`config.mk`:
```
export PLATFORM = sky130hd
export DESIGN_NAME = smc_ctrl
export DESIGN_NICKNAME = d
export VERILOG_FILES = /design/src/include/smc_pkg.sv /design/src/rtl/smc_ctrl.sv
export SDC_FILE = /design/constraint.sdc
export NUM_CORES = 1
export LEC_CHECK = 0
export BUFFER_PORTS_ARGS = -buffer_cell sky130_fd_sc_hd__buf_2
export CAP_MARGIN = 20
export CELL_PAD_IN_SITES_DETAIL_PLACEMENT = 0
export CELL_PAD_IN_SITES_GLOBAL_PLACEMENT = 1
export CORE_AREA = 2 2 93 113
export CTS_CLUSTER_SIZE = 14
export DETAILED_ROUTE_END_ITERATION = 16
export DIE_AREA = 0 0 95 115
export PLACE_DENSITY = 0.85
export SLEW_MARGIN = 20
export SYNTH_ARGS = -nofsm -noshare
export SYNTH_HDL_FRONTEND = slang
export SYNTH_SLANG_ARGS = --single-unit
export TNS_END_PERCENT = 5
```
`constraint.sdc`:
```
create_clock -name mclk -period 3 [get_ports mclk]
set_input_delay 0.6 -clock mclk [delete_from_list [all_inputs] [get_ports mclk]]
set_output_delay 0.6 -clock mclk [all_outputs]
set_load 0.005 [all_outputs]
```
`src/include/smc_pkg.sv`:
```
// smc_pkg: register map, field positions and reset values of the supply monitor block
// assumes a byte-wide register port with addresses up to 16 bits
package smc_pkg;
	localparam int ADDR_W = 16;
	localparam int DATA_W = 8;

	// ----------------------------------------
	// register offsets
	// ----------------------------------------
	localparam logic [15:0] ADDR_BATTERY_CONTROL  = 16'h285C;
	localparam logic [15:0] ADDR_COMP_BIAS_INSEL  = 16'h2861;
	localparam logic [15:0] ADDR_COMP_ENABLE_CTRL = 16'h2864;
	localparam logic [15:0] ADDR_REGULATOR_CTRL   = 16'h2866;
	localparam logic [15:0] ADDR_ANALOG_STATE     = 16'h286B;
	localparam logic [15:0] ADDR_EXT_IRQ_FLAG     = 16'h28A2;
	localparam logic [15:0] ADDR_EXT_IRQ_ENABLE   = 16'h28A5;
	localparam logic [15:0] ADDR_SYSTEM_STATE     = 16'h00A1;
	localparam logic [15:0] ADDR_GLOBAL_IRQ_EN    = 16'h00A8;
	localparam logic [15:0] ADDR_EXT_GROUP_IRQ_EN = 16'h00E8;
	localparam logic [15:0] ADDR_POWER_IRQ_MASK   = 16'h28F0;

	// ----------------------------------------
	// field positions
	// ----------------------------------------
	localparam int BIT_DETECTOR_DISABLE = 7;
	localparam int BIT_ANALOG_LVL_LO    = 3;
	localparam int BIT_DIGITAL_LVL_LO   = 0;
	localparam int LVL_W                = 3;
	localparam int BIT_POWER_DOWN       = 1;
	localparam int BIT_LINE_POWERED     = 0;
	localparam int BIT_BATTERY_DISCH    = 0;
	localparam int BIT_COMP_IRQ         = 6;
	localparam int BIT_EXT_GROUP_EN     = 3;
	localparam int BIT_GLOBAL_EN        = 7;
	localparam int BIT_COMP_RESULT      = 5;
	localparam int BIT_COMP_BIAS        = 4;
	localparam int BIT_COMP_INSEL_LO    = 2;
	localparam int INSEL_W              = 2;
	localparam int BIT_COMP_ENABLE      = 5;

	// ----------------------------------------
	// reset values and encodings
	// ----------------------------------------
	localparam logic [7:0] RST_BYTE    = 8'h00;
	localparam logic [2:0] RST_LEVEL   = 3'h0;
	localparam logic [1:0] SEL_M2_REF  = 2'h0;
	localparam logic [1:0] SEL_M1_REF  = 2'h1;
	localparam logic [1:0] SEL_M2_M1   = 2'h2;
endpackage

```
`src/rtl/smc_ctrl.sv`:
```
// smc_ctrl: control, status and interrupt logic around supply monitor and comparator
// assumes analog supervisor/comparator outputs arrive asynchronously; single mclk domain
//
// Behaviour
// detector disable bit, resets enabled
// analog regulator level field drives output
// digital regulator level field drives output
// line below 1 V sets power-down, interrupts
// line-powered flag low below 1.0 V
// discharge bit switches 3 mA load
// software keeps discharge brief, clears it
// comparator halted by resets and sleep
// comparator interrupt needs three enables
// any comparator output change sets flag
// comparator result bit, positive above negative
// input select routes comparator pins
// bias select picks 20/200 nA
// comparator enable bit powers comparator
// line-powered set only above 1.1 V
// power-down stays clear above 1.1 V
// comparator flag sticky until software clears
//
// The implementer's own choice: the plain strobed port.
`timescale 1ns/1ps

module smc_ctrl
	import smc_pkg::*;
(
	// clock and reset
	input  wire logic                   mclk,
	input  wire logic                   sys_rst,
	// register port
	input  wire logic [smc_pkg::ADDR_W-1:0] reg_addr,
	input  wire logic [smc_pkg::DATA_W-1:0] reg_wdata,
	input  wire logic                   reg_wr,
	input  wire logic                   reg_rd,
	output logic      [smc_pkg::DATA_W-1:0] reg_rdata,
	// supervisor and comparator inputs (asynchronous)
	input  wire logic                   line_below_low,
	input  wire logic                   line_above_high,
	input  wire logic                   comparator_out,
	// system state
	input  wire logic                   level1_reset,
	input  wire logic                   sleep_state,
	// analog controls
	output logic                        detector_disable,
	output logic      [2:0]             analog_reg_level_sel,
	output logic      [2:0]             digital_reg_level_sel,
	output logic                        battery_discharge,
	output logic                        comparator_enable,
	output logic                        comparator_bias_select,
	output logic      [1:0]             comparator_input_select,
	// interrupts
	output logic                        power_down_irq,
	output logic                        comparator_irq,
	output logic                        irq
);
	import smc_pkg::*;

	// ----------------------------------------
	// input synchronisers
	// ----------------------------------------
	// analog levels change at any moment; only sync_q is read by logic,
	// so a metastable first stage never reaches a flag
	logic [2:0] meta_q;
	logic [2:0] sync_q;
	always_ff @(posedge mclk) begin
		if (sys_rst) begin
			meta_q <= 3'h0;
			sync_q <= 3'h0;
		end else begin
			meta_q <= {comparator_out, line_above_high, line_below_low};
			sync_q <= meta_q;
		end
	end
	logic low_s, high_s, cmp_s;
	assign low_s  = sync_q[0];
	assign high_s = sync_q[1];
	assign cmp_s  = sync_q[2];

	// ----------------------------------------
	// write decode
	// ----------------------------------------
	// one address compare shared by every strobe and every clear
	function automatic logic wr_hit(input logic [15:0] a, input logic [15:0] target);
		return a == target;
	endfunction

	// ----------------------------------------
	// write strobes, one per register
	// ----------------------------------------
	// unmapped addresses match no strobe, so their writes are dropped
	logic we_reg_ctrl, we_bat, we_bias, we_cen;
	logic we_ext_en, we_grp_en, we_glb_en, we_pmask;
	assign we_reg_ctrl = reg_wr && wr_hit(reg_addr, ADDR_REGULATOR_CTRL);
	assign we_bat      = reg_wr && wr_hit(reg_addr, ADDR_BATTERY_CONTROL);
	assign we_bias     = reg_wr && wr_hit(reg_addr, ADDR_COMP_BIAS_INSEL);
	assign we_cen      = reg_wr && wr_hit(reg_addr, ADDR_COMP_ENABLE_CTRL);
	assign we_ext_en   = reg_wr && wr_hit(reg_addr, ADDR_EXT_IRQ_ENABLE);
	assign we_grp_en   = reg_wr && wr_hit(reg_addr, ADDR_EXT_GROUP_IRQ_EN);
	assign we_glb_en   = reg_wr && wr_hit(reg_addr, ADDR_GLOBAL_IRQ_EN);
	assign we_pmask    = reg_wr && wr_hit(reg_addr, ADDR_POWER_IRQ_MASK);

	// ----------------------------------------
	// control registers
	// ----------------------------------------
	// detector stays on after reset; boards on a 3.3 V supply must turn it off
	// no discharge timeout here: software alone keeps the load brief
	logic [7:0] reg_ctrl_q, bat_q, bias_q, cen_q, ext_en_q, grp_en_q, glb_en_q, pmask_q;

	always_ff @(posedge mclk) begin
		if (sys_rst) begin
			reg_ctrl_q <= RST_BYTE;
		end else if (we_reg_ctrl) begin
			reg_ctrl_q <= reg_wdata;
		end
	end

	always_ff @(posedge mclk) begin
		if (sys_rst) begin
			bat_q <= RST_BYTE;
		end else if (we_bat) begin
			bat_q <= reg_wdata;
		end
	end

	always_ff @(posedge mclk) begin
		if (sys_rst) begin
			bias_q <= RST_BYTE;
		end else if (we_bias) begin
			bias_q <= reg_wdata;
		end
	end

	always_ff @(posedge mclk) begin
		if (sys_rst) begin
			cen_q <= RST_BYTE;
		end else if (we_cen) begin
			cen_q <= reg_wdata;
		end
	end

	always_ff @(posedge mclk) begin
		if (sys_rst) begin
			ext_en_q <= RST_BYTE;
		end else if (we_ext_en) begin
			ext_en_q <= reg_wdata;
		end
	end

	always_ff @(posedge mclk) begin
		if (sys_rst) begin
			grp_en_q <= RST_BYTE;
		end else if (we_grp_en) begin
			grp_en_q <= reg_wdata;
		end
	end

	always_ff @(posedge mclk) begin
		if (sys_rst) begin
			glb_en_q <= RST_BYTE;
		end else if (we_glb_en) begin
			glb_en_q <= reg_wdata;
		end
	end

	// power-down interrupt stays off until software opts in
	always_ff @(posedge mclk) begin
		if (sys_rst) begin
			pmask_q <= RST_BYTE;
		end else if (we_pmask) begin
			pmask_q <= reg_wdata;
		end
	end

	// ----------------------------------------
	// supervisor flags
	// ----------------------------------------
	// hysteresis: set above 1.1 V only, clear below 1.0 V only
	logic line_powered_q;
	always_ff @(posedge mclk) begin
		if (sys_rst) begin
			line_powered_q <= 1'b0;
		end else if (low_s) begin
			line_powered_q <= 1'b0;
		end else if (high_s) begin
			line_powered_q <= 1'b1;
		end
	end

	// power-down follows supervisor; detector off freezes it clear
	logic power_down_q;
	always_ff @(posedge mclk) begin
		if (sys_rst) begin
			power_down_q <= 1'b0;
		end else if (reg_ctrl_q[BIT_DETECTOR_DISABLE]) begin
			power_down_q <= 1'b0;
		end else if (low_s) begin
			power_down_q <= 1'b1;
		end else if (high_s) begin
			power_down_q <= 1'b0;
		end
	end

	// ----------------------------------------
	// comparator
	// ----------------------------------------
	// halt gates the run enable directly, so the comparator stops in the same cycle
	logic cmp_run;
	assign cmp_run = cen_q[BIT_COMP_ENABLE] && !level1_reset && !sleep_state;

	logic cmp_result_q, cmp_valid_q;
	// result clears while halted so a stale level never reads back
	always_ff @(posedge mclk) begin
		if (sys_rst || !cmp_run) begin
			cmp_result_q <= 1'b0;
		end else begin
			cmp_result_q <= cmp_s;
		end
	end

	always_ff @(posedge mclk) begin
		if (sys_rst || !cmp_run) begin
			cmp_valid_q <= 1'b0;
		end else begin
			cmp_valid_q <= 1'b1;
		end
	end

	// first sample after restart is a baseline, not a change
	logic cmp_change;
	assign cmp_change = cmp_run && cmp_valid_q && (cmp_s != cmp_result_q);

	// ----------------------------------------
	// sticky flags, write one to clear
	// ----------------------------------------
	logic clr_ext, clr_sys;
	assign clr_ext = reg_wr && wr_hit(reg_addr, ADDR_EXT_IRQ_FLAG);
	assign clr_sys = reg_wr && wr_hit(reg_addr, ADDR_SYSTEM_STATE);

	// a change and a clear in one cycle keep the flag set, so no edge is lost
	logic cmp_flag_q, cmp_flag_d;
	always_comb begin
		cmp_flag_d = cmp_flag_q;
		if (cmp_change) begin
			cmp_flag_d = 1'b1; // set beats clear
		end else if (clr_ext && reg_wdata[BIT_COMP_IRQ]) begin
			cmp_flag_d = 1'b0;
		end
	end

	always_ff @(posedge mclk) begin
		if (sys_rst) begin
			cmp_flag_q <= 1'b0;
		end else begin
			cmp_flag_q <= cmp_flag_d;
		end
	end

	// power-down event latch for the interrupt; the status bit follows the supervisor
	logic pd_prev_q;
	always_ff @(posedge mclk) begin
		if (sys_rst) begin
			pd_prev_q <= 1'b0;
		end else begin
			pd_prev_q <= power_down_q;
		end
	end

	logic pd_rise;
	assign pd_rise = power_down_q && !pd_prev_q;

	logic pd_evt_q, pd_evt_d;
	always_comb begin
		pd_evt_d = pd_evt_q;
		if (pd_rise) begin
			pd_evt_d = 1'b1; // set beats clear
		end else if (clr_sys && reg_wdata[BIT_POWER_DOWN]) begin
			pd_evt_d = 1'b0;
		end
	end

	always_ff @(posedge mclk) begin
		if (sys_rst) begin
			pd_evt_q <= 1'b0;
		end else begin
			pd_evt_q <= pd_evt_d;
		end
	end

	// ----------------------------------------
	// outputs
	// ----------------------------------------
	assign detector_disable        = reg_ctrl_q[BIT_DETECTOR_DISABLE];
	assign analog_reg_level_sel    = reg_ctrl_q[BIT_ANALOG_LVL_LO +: LVL_W];
	assign digital_reg_level_sel   = reg_ctrl_q[BIT_DIGITAL_LVL_LO +: LVL_W];
	assign battery_discharge       = bat_q[BIT_BATTERY_DISCH];
	assign comparator_enable       = cmp_run;
	assign comparator_bias_select  = bias_q[BIT_COMP_BIAS];
	assign comparator_input_select = bias_q[BIT_COMP_INSEL_LO +: INSEL_W];

	// ----------------------------------------
	// interrupt outputs
	// ----------------------------------------
	// one level line; each source keeps its own gate so either can be told apart
	assign comparator_irq = cmp_flag_q && ext_en_q[BIT_COMP_IRQ]
		&& grp_en_q[BIT_EXT_GROUP_EN] && glb_en_q[BIT_GLOBAL_EN];
	assign power_down_irq = pd_evt_q && pmask_q[BIT_POWER_DOWN];
	assign irq            = comparator_irq || power_down_irq;

	// ----------------------------------------
	// read port
	// ----------------------------------------
	logic [7:0] rd_d;
	always_comb begin
		rd_d = RST_BYTE;
		case (reg_addr)
			ADDR_REGULATOR_CTRL:   rd_d = reg_ctrl_q;
			ADDR_BATTERY_CONTROL:  rd_d = bat_q;
			ADDR_COMP_BIAS_INSEL:  rd_d = bias_q;
			ADDR_COMP_ENABLE_CTRL: rd_d = cen_q;
			ADDR_EXT_IRQ_ENABLE:   rd_d = ext_en_q;
			ADDR_EXT_GROUP_IRQ_EN: rd_d = grp_en_q;
			ADDR_GLOBAL_IRQ_EN:    rd_d = glb_en_q;
			ADDR_POWER_IRQ_MASK:   rd_d = pmask_q;
			// a halted comparator reads 0 even in the cycle the halt begins
			ADDR_ANALOG_STATE:     rd_d[BIT_COMP_RESULT] = cmp_result_q && cmp_run;
			ADDR_EXT_IRQ_FLAG:     rd_d[BIT_COMP_IRQ] = cmp_flag_q;
			ADDR_SYSTEM_STATE: begin
				rd_d[BIT_POWER_DOWN]   = power_down_q;
				rd_d[BIT_LINE_POWERED] = line_powered_q;
			end
			default:               rd_d = RST_BYTE;
		endcase
	end

	// data stands one cycle only; zero between reads so nothing stale lingers
	always_ff @(posedge mclk) begin
		if (sys_rst) begin
			reg_rdata <= RST_BYTE;
		end else if (reg_rd) begin
			reg_rdata <= rd_d;
		end else begin
			reg_rdata <= RST_BYTE;
		end
	end
endmodule

```
==> reports/metrics.csv, run 1 <==
metric,value,unit
hold_end,line_powered_q$_SDFFE_PP0P_,
synth_edf_count,0,
required,3.25,ns
drc,0,
grt_pass1_vias,3211,
synth.yosys.seq_area_share,42.9,%
drv_cap,0,
drt_pass1_iterations,5,
antenna_left,0,
grt_max_degree,67,
r2r_slack,1.28,ns
die_x,95,um
multiInputGateArea,2020,um^2
r2r_end,reg_rdata[5]$_SDFF_PP0_,
p_seq_share,49.2,%
layout_min_cycle_time,2.42,ns
finClkSkew,0.00389,ns
dieArea,10900,um^2
fp-row-count,40,
period_share,80.7,%
p_int,1.81,mW
yosys-top-cells-area,"dfxtp_1 43%, mux2i_1 10%, nor2_1 4.4%",
grt_use_total,19.9,%
outcome,"finished, final reports clean",
synth_ff_type,dfxtp_1,
criticalPathCategory,in -> reg,
clockRootBuffer,clkbuf_16,
fin_tns_setup,0,ns
syn_area_per_cell,9.33,um^2
ys_ff_latch,85,
power_leakage,1.76,nW
post_drt_wl_per_cell,17.8,um
diodes,0,
final_area,4530,um^2
rsz0062_at_grt,false,
overflow,0,
swShare,21.9,%
area_delta_synth_final,14.3,%
critPathTopFamily,simple AND/OR/NAND/NOR gates,
path_buf_inv,1,
cts_setup_buffers,0,
ys_types,53,
relSlewSlack,50.4,%
netlist_top_cells_count,"85 x dfxtp_1, 47 x nor2_1, 40 x mux2i_1, 30 x nand2_1, 29 x a21oi_1",
io_pins,56,
drt_iter0_drc,195,
drive_above_1_share,21.9,%
cts_made_buffers,9,
synthesis.area,3970,um^2
cts_max_path_buffers,2,
regArea,1700,um^2
worstReg2RegStart,cen_q[5]$_SDFFE_PP0P_,
powerDensity,511,nW/um^2
dp.cells,576,
combinationalPowerShare,5.0,%
crit_slowest_cell,or4_4,
synthesis.nets,458,
cp_max_fo,11,
initial_core_util,40.2,%
yosysWarnings,0,
fillers,964,
syn_inst,425,
async_flop_share,0,%
cts_tree,yes,
final_core_util,46.0,%
htreeDepth,3,
clock_latency,0.34,ns
cp_slowest_stage_delay,0.64,ns
crit_arrival,2.67,ns
setup-violations-final,0,
synth_top_cell_by_area,dfxtp_1,
finalHoldViolCount,0,
via_count,3378,
rr_worst_depth,4,
max-vdd-ir-drop,0.000214,V
synth_top_cell_area_share,42.9,%
clockPowerShare,45.8,%
tightest_slew,0.743,ns
layout.cells.non_filler,591,
antenna_found_initial,0,
hold_path_depth,1,
place_area,4250,um^2
grt_pass1_wl,16500,um
max_freq,413,MHz
cts-resized-gates,0,
hpwl,7770,um
crit_path_start_kind,input port,
cts.sinks,85,
slew_viol_final,0,
vias_per_cell,5.72,
final_nets,494,
core,9860,um^2
path_cells,"buf_2, or4_4, nor2_2, and3_1, a222oi_1, a31oi_1",
hold_path_startpoint,sync_q[0]$_SDFF_PP0_,
hold_path.class,reg -> reg,
yosys.cell_count.top_type,dfxtp_1,
hold_buffers,0,
die_height,115,um
port_buffers,55,
routed_wl,10500,um
place_congestion,0.946,
cts.clk_slew.worst_paths,0.06,ns
cp-end-kind,flop,
netSwitchingPower,0.508,mW
worst max-delay path by stage:
| stage | depth (start not counted) | start | end |
|---|---|---|---|
| final | 6 | reg_addr[9] | reg_rdata[3]$_SDFF_PP0_ |
| after global routing | 6 | reg_addr[9] | reg_rdata[2]$_SDFF_PP0_ |
| after CTS | 6 | reg_addr[9] | reg_rdata[3]$_SDFF_PP0_ |
| after detailed placement | 6 | reg_addr[9] | reg_rdata[3]$_SDFF_PP0_ |
| after global placement | 6 | reg_addr[9] | reg_rdata[7]$_SDFF_PP0_ |
| after floorplan | 6 | reg_addr[9] | glb_en_q[0]$_SDFFE_PP0P_ |
kinds of logic after synthesis:
family / Yosys count / share of synthesized area (%)
AO/OA/AOI/OAI: 80 / 14.1
XOR/XNOR: 1 / 0.221
buffers and inverters: 45 / 6.06
flip-flops: 85 / 42.9
multiplexers: 41 / 10.4
AND/OR/NAND/NOR: 173 / 26.3
worst register-to-register path, cell delays in order, from the launching register on:
cell and delay [ns]:
dfxtp_1 0.40, nor3b_1 0.65, a32oi_1 0.22, a21o_1 0.22
a31oi_1 0.16
layout make-up:
type                            instances  share of cell area, %
Timing Repair Buffer                   65                   7.73
Clock inverter                          5                   1.16
Sequential cell                        85                   37.5
Clock buffer                           10                   5.05
Multi-Input combinational cell        295                   44.6
Tap cell                              126                   3.48
Inverter                                5                  0.414
cells in the final DEF, fill, tap and decap left out, types with 6 or more instances in the layout:
cell        n
a21oi_1    29
a22o_1      7
a22oi_1    14
a31oi_1     8
and2_1      6
buf_2      55
buf_4      10
clkbuf_16   9
dfxtp_1    85
mux2i_1    40
nand2_1    30
nand3_1    28
nor2_1     47
nor2b_1    12
power by group through the flow:
| stage | clock network (mW) | logic [mW] | registers [mW] |
|---|---|---|---|
| 3_5_place_dp | 0 | 0.115 | 1.16 |
| 5_1_grt | 1.13 | 0.126 | 1.14 |
| 3_3_place_gp | 0 | 0.114 | 1.16 |
| 2_1_floorplan | 0 | 0.0706 | 1.16 |
| 4_1_cts | 1.08 | 0.116 | 1.14 |
| 6_report | 1.06 | 0.117 | 1.14 |
sequential cells by signal, summed over array words and instances, names as in the netlist, 3 cells and up:
signal / cells
reg_ctrl_q: 8
meta_q: 3
grp_en_q: 8
cen_q: 8
sync_q: 3
ext_en_q: 8
bat_q: 8
reg_rdata: 8
bias_q: 8
pmask_q: 8
glb_en_q: 8
routing by layer:
| metal | wire length (um) | global-route usage [%] |
|---|---|---|
| met5 | 0 | 0 |
| met4 | 422 | 11.0 |
| met3 | 461 | 3.41 |
| met2 | 5430 | 35.3 |
| met1 | 4230 | 22.3 |
per-stage QoR:
stage          power [mW]  worst slack [ns]  hold slack [ns]
6_report             2.32             0.579            0.426
3_5_place_dp         1.28             0.262            0.412
2_1_floorplan        1.23             0.853            0.401
5_1_grt              2.39             0.461            0.447
4_1_cts              2.33             0.616            0.422
3_3_place_gp         1.28             0.270            0.412
Note: power is estimated with default switching activity, not from simulation.
==> run 2, diff against run 1 <==
- CORE_AREA: 2 2 93 113 -> 2 2 96 116
- DIE_AREA: 0 0 95 115 -> 0 0 98 118
- PLACE_DENSITY: 0.85 -> 0.84
- clock period: 3 -> 2.2 ns (I/O delays scaled with it)
==> reports/metrics.csv, run 2 (synthesized netlist as in run 1, its figures left out) <==
metric,value,unit,change
hpwl,8390,um,was 7770 um
cp_max_fo,7,,was 11
hold_path_depth,2,,was 1
layout_common_cells,"85 x dfxtp_1, 55 x buf_2, 47 x nor2_1",,unchanged
place_congestion,0.926,,was 0.946
rr_worst_depth,4,,unchanged
area_delta_synth_final,21.6,%,was 14.3%
relSlewSlack,50.1,%,was 50.4%
die_x,98,um,was 95 um
post_drt_wl_per_cell,18.4,um,was 17.8 um
outcome,"finished, final reports clean",,unchanged
clockRootBuffer,clkbuf_16,,unchanged
io_pins,56,,unchanged
final_nets,521,,was 494
finalPower,3.29,mW,was 2.32 mW
cts-resized-gates,0,,unchanged
grt_use_total,20.0,%,was 19.9%
grt_max_degree,77,,was 67
layout_min_cycle_time,2.00,ns,
regArea,1700,um^2,unchanged
setup-violations-final,0,,unchanged
max-vdd-ir-drop,0.000377,V,was 0.000214 V
diodes,0,,unchanged
mostFrequentLayoutCell,dfxtp_1,,unchanged
cp-end-kind,flop,,unchanged
grt_pass1_wl,18200,um,was 16500 um
drt_iter0_drc,241,,was 195
hold_end,meta_q[0]$_SDFF_PP0_,,was line_powered_q$_SDFFE_PP0P_
max_freq,499,MHz,
drive_above_1_share,26.4,%,was 21.9%
multiInputGateArea,2020,um^2,unchanged
fp-row-count,41,,was 40
fillers,1010,,was 964
worstReg2RegStart,cen_q[5]$_SDFFE_PP0P_,,unchanged
finClkSkew,0.00565,ns,was 0.00389 ns
core,10400,um^2,was 9860 um^2
hold_buffers,0,,unchanged
cts_setup_buffers,0,,unchanged
layout.cells.non_filler,622,,was 591
die_height,118,um,was 115 um
cts_max_path_buffers,2,,unchanged
grt_pass1_vias,3461,,was 3211
powerDensity,682,nW/um^2,was 511 nW/um^2
clock_latency,0.34,ns,about the same
finalHoldViolCount,0,,unchanged
cts.sinks,85,,unchanged
port_buffers,55,,unchanged
drc,0,,unchanged
r2r_end,reg_rdata[5]$_SDFF_PP0_,,unchanged
cts_tree,yes,,unchanged
hold_path.class,in -> reg,,was reg -> reg
dieArea,11600,um^2,was 10900 um^2
whs,0.312,ns,was 0.426 ns
htreeDepth,3,,unchanged
critPathLaunch,reg_addr[9],,unchanged
slew_viol_final,0,,unchanged
rsz0062_at_grt,false,,unchanged
antenna_found_initial,0,,unchanged
antenna_left,0,,unchanged
required,2.44,ns,was 3.25 ns
fin_tns_setup,0,ns,unchanged
cts.clk_slew.worst_paths,0.06,ns,about the same
overflow,0,,unchanged
power_leakage,1.92,nW,was 1.76 nW
tightest_slew,0.743,ns,about the same
dp.cells,606,,was 576
vias_per_cell,5.52,,was 5.72
drv_cap,0,,unchanged
period_share,91.0,%,
cts_made_buffers,9,,unchanged
routed_wl,11400,um,was 10500 um
crit_arrival,2.24,ns,was 2.67 ns
initial_core_util,38.1,%,was 40.2%
criticalPathCategory,in -> reg,,unchanged
via_count,3432,,was 3378
r2r_slack,0.74,ns,was 1.28 ns
crit_path_start_kind,input port,,unchanged
drt_pass1_iterations,4,,was 5
hold_path_startpoint,line_below_low,,was sync_q[0]$_SDFF_PP0_
[run 2: cell count changes in the layout (fill, tap and decap cells not counted)]
cell      change
buf_4        +23
buf_12        +4
clkbuf_8      +3
clkinv_2      -2
[run 2: how the worst max path moves through the flow]
stage          cells after the start                        to  slack (ns)
4_1_cts                            6   reg_rdata[1]$_SDFF_PP0_        0.23
2_1_floorplan                      6  glb_en_q[0]$_SDFFE_PP0P_        0.21
3_3_place_gp                       6   reg_rdata[1]$_SDFF_PP0_       -0.15
3_5_place_dp                       6   reg_rdata[1]$_SDFF_PP0_       -0.12
6_report                           6   reg_rdata[1]$_SDFF_PP0_        0.20
5_1_grt                            7   reg_rdata[3]$_SDFF_PP0_        0.12
[run 2: critical path, cell delays in order]
cell and delay [ns]:
buf_2 0.11, or4_4 0.64, nor4_4 0.48, a32o_1 0.23, a221oi_1 0.06, a31oi_1 0.28
[run 2: report_power, final]
part | total, mW | leakage [nW] | internal (mW) | switching (mW)
clock | 1.56 | 0.152 | 0.970 | 0.588
sequential | 1.55 | 0.686 | 1.55 | 0.00397
combinational | 0.180 | 1.08 | 0.0660 | 0.114
[run 2: per-stage QoR]
| stage | utilization [%] | cell area, um^2 | setup WS (ns) |
|---|---|---|---|
| floorplan | - | 3970 | 0.213 |
| global placement | 43.3 | 4510 | -0.148 |
| detailed placement | 43.3 | 4510 | -0.123 |
| CTS | 46.3 | 4820 | 0.231 |
| global route | 46.3 | 4820 | 0.120 |
| finish | 46.3 | 4820 | 0.198 |
[run 2: layout make-up]
type / count / share of cell area (%)
well taps: 129 / 3.35
clock buffers: 13 / 5.60
flip-flops and latches: 85 / 35.3
clock inverters: 3 / 0.882
inverters: 5 / 0.389
multi-input cells: 295 / 42.0
repair buffers: 92 / 12.5
[run 2: routing by layer]
metal	wire (um)	GRT usage, %	vias up
met4	401	9.64	0
met5	0	0	-
li1	-	-	1670
met1	4770	23.7	1638
met2	5780	34.6	101
met3	496	3.50	23
==> run 3, diff against run 2 <==
- REMOVE_ABC_BUFFERS: not set -> 1
==> reports/metrics.csv, run 3 (synthesized netlist as in run 1, its figures left out) <==
metric,value,unit,change
outcome,"finished, final reports clean",,unchanged
period_share,90.6,%,was 91.0%
relSlewSlack,50.1,%,about the same
die_height,118,um,unchanged
vias_per_cell,5.62,,was 5.52
port_buffers,55,,unchanged
crit_top_cell,nand2_1,,
hold_buffers,0,,unchanged
crit_slowest_cell,or4_4,,unchanged
grt_use_total,20.2,%,was 20.0%
path_buf_inv,1,,unchanged
cts_max_path_buffers,2,,unchanged
htreeDepth,3,,unchanged
cts_made_buffers,9,,unchanged
clockPowerShare,47.9,%,was 47.4%
required,2.42,ns,was 2.44 ns
critPathTopFamily,simple AND/OR/NAND/NOR gates,,unchanged
hpwl,8340,um,was 8390 um
routed_wl,11500,um,was 11400 um
cp_max_fo,8,,was 7
hold_path.class,in -> reg,,unchanged
fp-row-count,41,,unchanged
layout_min_cycle_time,1.99,ns,was 2.00 ns
critPathLaunch,reg_addr[9],,unchanged
crit_path_start_kind,input port,,unchanged
drt_pass1_iterations,5,,was 4
path_cells,"buf_2, or4_4, nor4_4, nand2_1, nand2_1, a21oi_1",,"was buf_2, or4_4, nor4_4, a32o_1, a221oi_1, a31oi_1"
hold_path_startpoint,comparator_out,,was line_below_low
cp_slowest_stage_delay,0.64,ns,about the same
cts.sinks,85,,unchanged
clockRootBuffer,clkbuf_16,,unchanged
worstReg2RegStart,cen_q[5]$_SDFFE_PP0P_,,unchanged
antenna_found_initial,0,,unchanged
grt_pass1_vias,3550,,was 3461
final_nets,530,,was 521
place_congestion,0.917,,was 0.926
criticalPathCategory,in -> reg,,unchanged
grt_pass1_wl,18500,um,was 18200 um
post_drt_wl_per_cell,18.1,um,was 18.4 um
multiInputGateArea,2020,um^2,unchanged
initial_core_util,38.1,%,unchanged
crit_arrival,2.22,ns,was 2.24 ns
p_int,2.60,mW,was 2.58 mW
layout_common_cells,"85 x dfxtp_1, 55 x buf_2, 47 x nor2_1",,unchanged
combinationalPowerShare,5.4,%,was 5.5%
overflow,0,,unchanged
clock_latency,0.34,ns,about the same
cts_setup_buffers,0,,unchanged
core,10400,um^2,unchanged
swShare,21.6,%,was 21.5%
antenna_left,0,,unchanged
drive_above_1_share,27.7,%,was 26.4%
power_leakage,1.96,nW,was 1.92 nW
drc,0,,unchanged
cp-end-kind,flop,,unchanged
slew_viol_final,0,,unchanged
p_seq_share,46.7,%,was 47.2%
max_freq,502,MHz,was 499 MHz
via_count,3549,,was 3432
max-vdd-ir-drop,0.000438,V,was 0.000377 V
netSwitchingPower,0.717,mW,was 0.706 mW
dieArea,11600,um^2,unchanged
rsz0062_at_grt,false,,unchanged
die_x,98,um,unchanged
cts_tree,yes,,unchanged
regArea,1700,um^2,unchanged
setup-violations-final,0,,unchanged
mostFrequentLayoutCell,dfxtp_1,,unchanged
fin_tns_setup,0,ns,unchanged
fillers,1014,,was 1010
io_pins,56,,unchanged
grt_max_degree,58,,was 77
cts.clk_slew.worst_paths,0.06,ns,about the same
drv_cap,0,,unchanged
drt_iter0_drc,273,,was 241
whs,0.313,ns,was 0.312 ns
finalHoldViolCount,0,,unchanged
finClkSkew,0.00730,ns,was 0.00565 ns
powerDensity,680,nW/um^2,was 682 nW/um^2
tightest_slew,0.742,ns,was 0.743 ns
place_area,4560,um^2,was 4510 um^2
cts-resized-gates,0,,unchanged
final_area,4880,um^2,was 4820 um^2
area_delta_synth_final,23.1,%,was 21.6%
## run 3: cell type report
class | count | area share, %
inverters | 5 | 0.384
repair buffers | 101 | 13.5
clock inverters | 6 | 1.79
well taps | 129 | 3.31
multi-input cells | 295 | 41.5
flip-flops and latches | 85 | 34.8
diodes | 1 | 0.0512
clock buffers | 10 | 4.69
## run 3: final timing paths
kind	end	slack [ns]	cells past startpoint
worst max-delay path	grp_en_q[0]$_SDFFE_PP0P_	0.21	6
worst min-delay path	meta_q[2]$_SDFF_PP0_	0.31	2
worst max register to register	reg_rdata[5]$_SDFF_PP0_	0.74	4
worst min register to register	line_powered_q$_SDFFE_PP0P_	0.42	1
## run 3: power groups by stage
| stage | Combinational [mW] | Sequential [mW] | Clock (mW) |
|---|---|---|---|
| global placement | 0.173 | 1.59 | 0 |
| global route | 0.193 | 1.55 | 1.69 |
| CTS | 0.177 | 1.55 | 1.63 |
| floorplan | 0.0467 | 1.58 | 0 |
| detailed placement | 0.176 | 1.59 | 0 |
| finish | 0.178 | 1.55 | 1.59 |
## run 3: stage by stage
stage,instances,power (mW),worst slack [ns],util (%)
finish,632,3.32,0.206,46.9
global route,631,3.44,0.134,46.9
CTS,631,3.36,0.275,46.9
detailed placement,615,1.76,-0.0827,43.8
global placement,615,1.76,-0.0590,43.8
floorplan,385,1.63,0.0166,-
## run 3: metal layers
metal | track usage, % | wire length [um] | vias to the layer above
met5 | 0 | 0 | -
met4 | 8.07 | 275 | 0
met3 | 5.05 | 792 | 21
met2 | 32.3 | 5500 | 134
met1 | 26.0 | 4890 | 1708
li1 | - | - | 1686
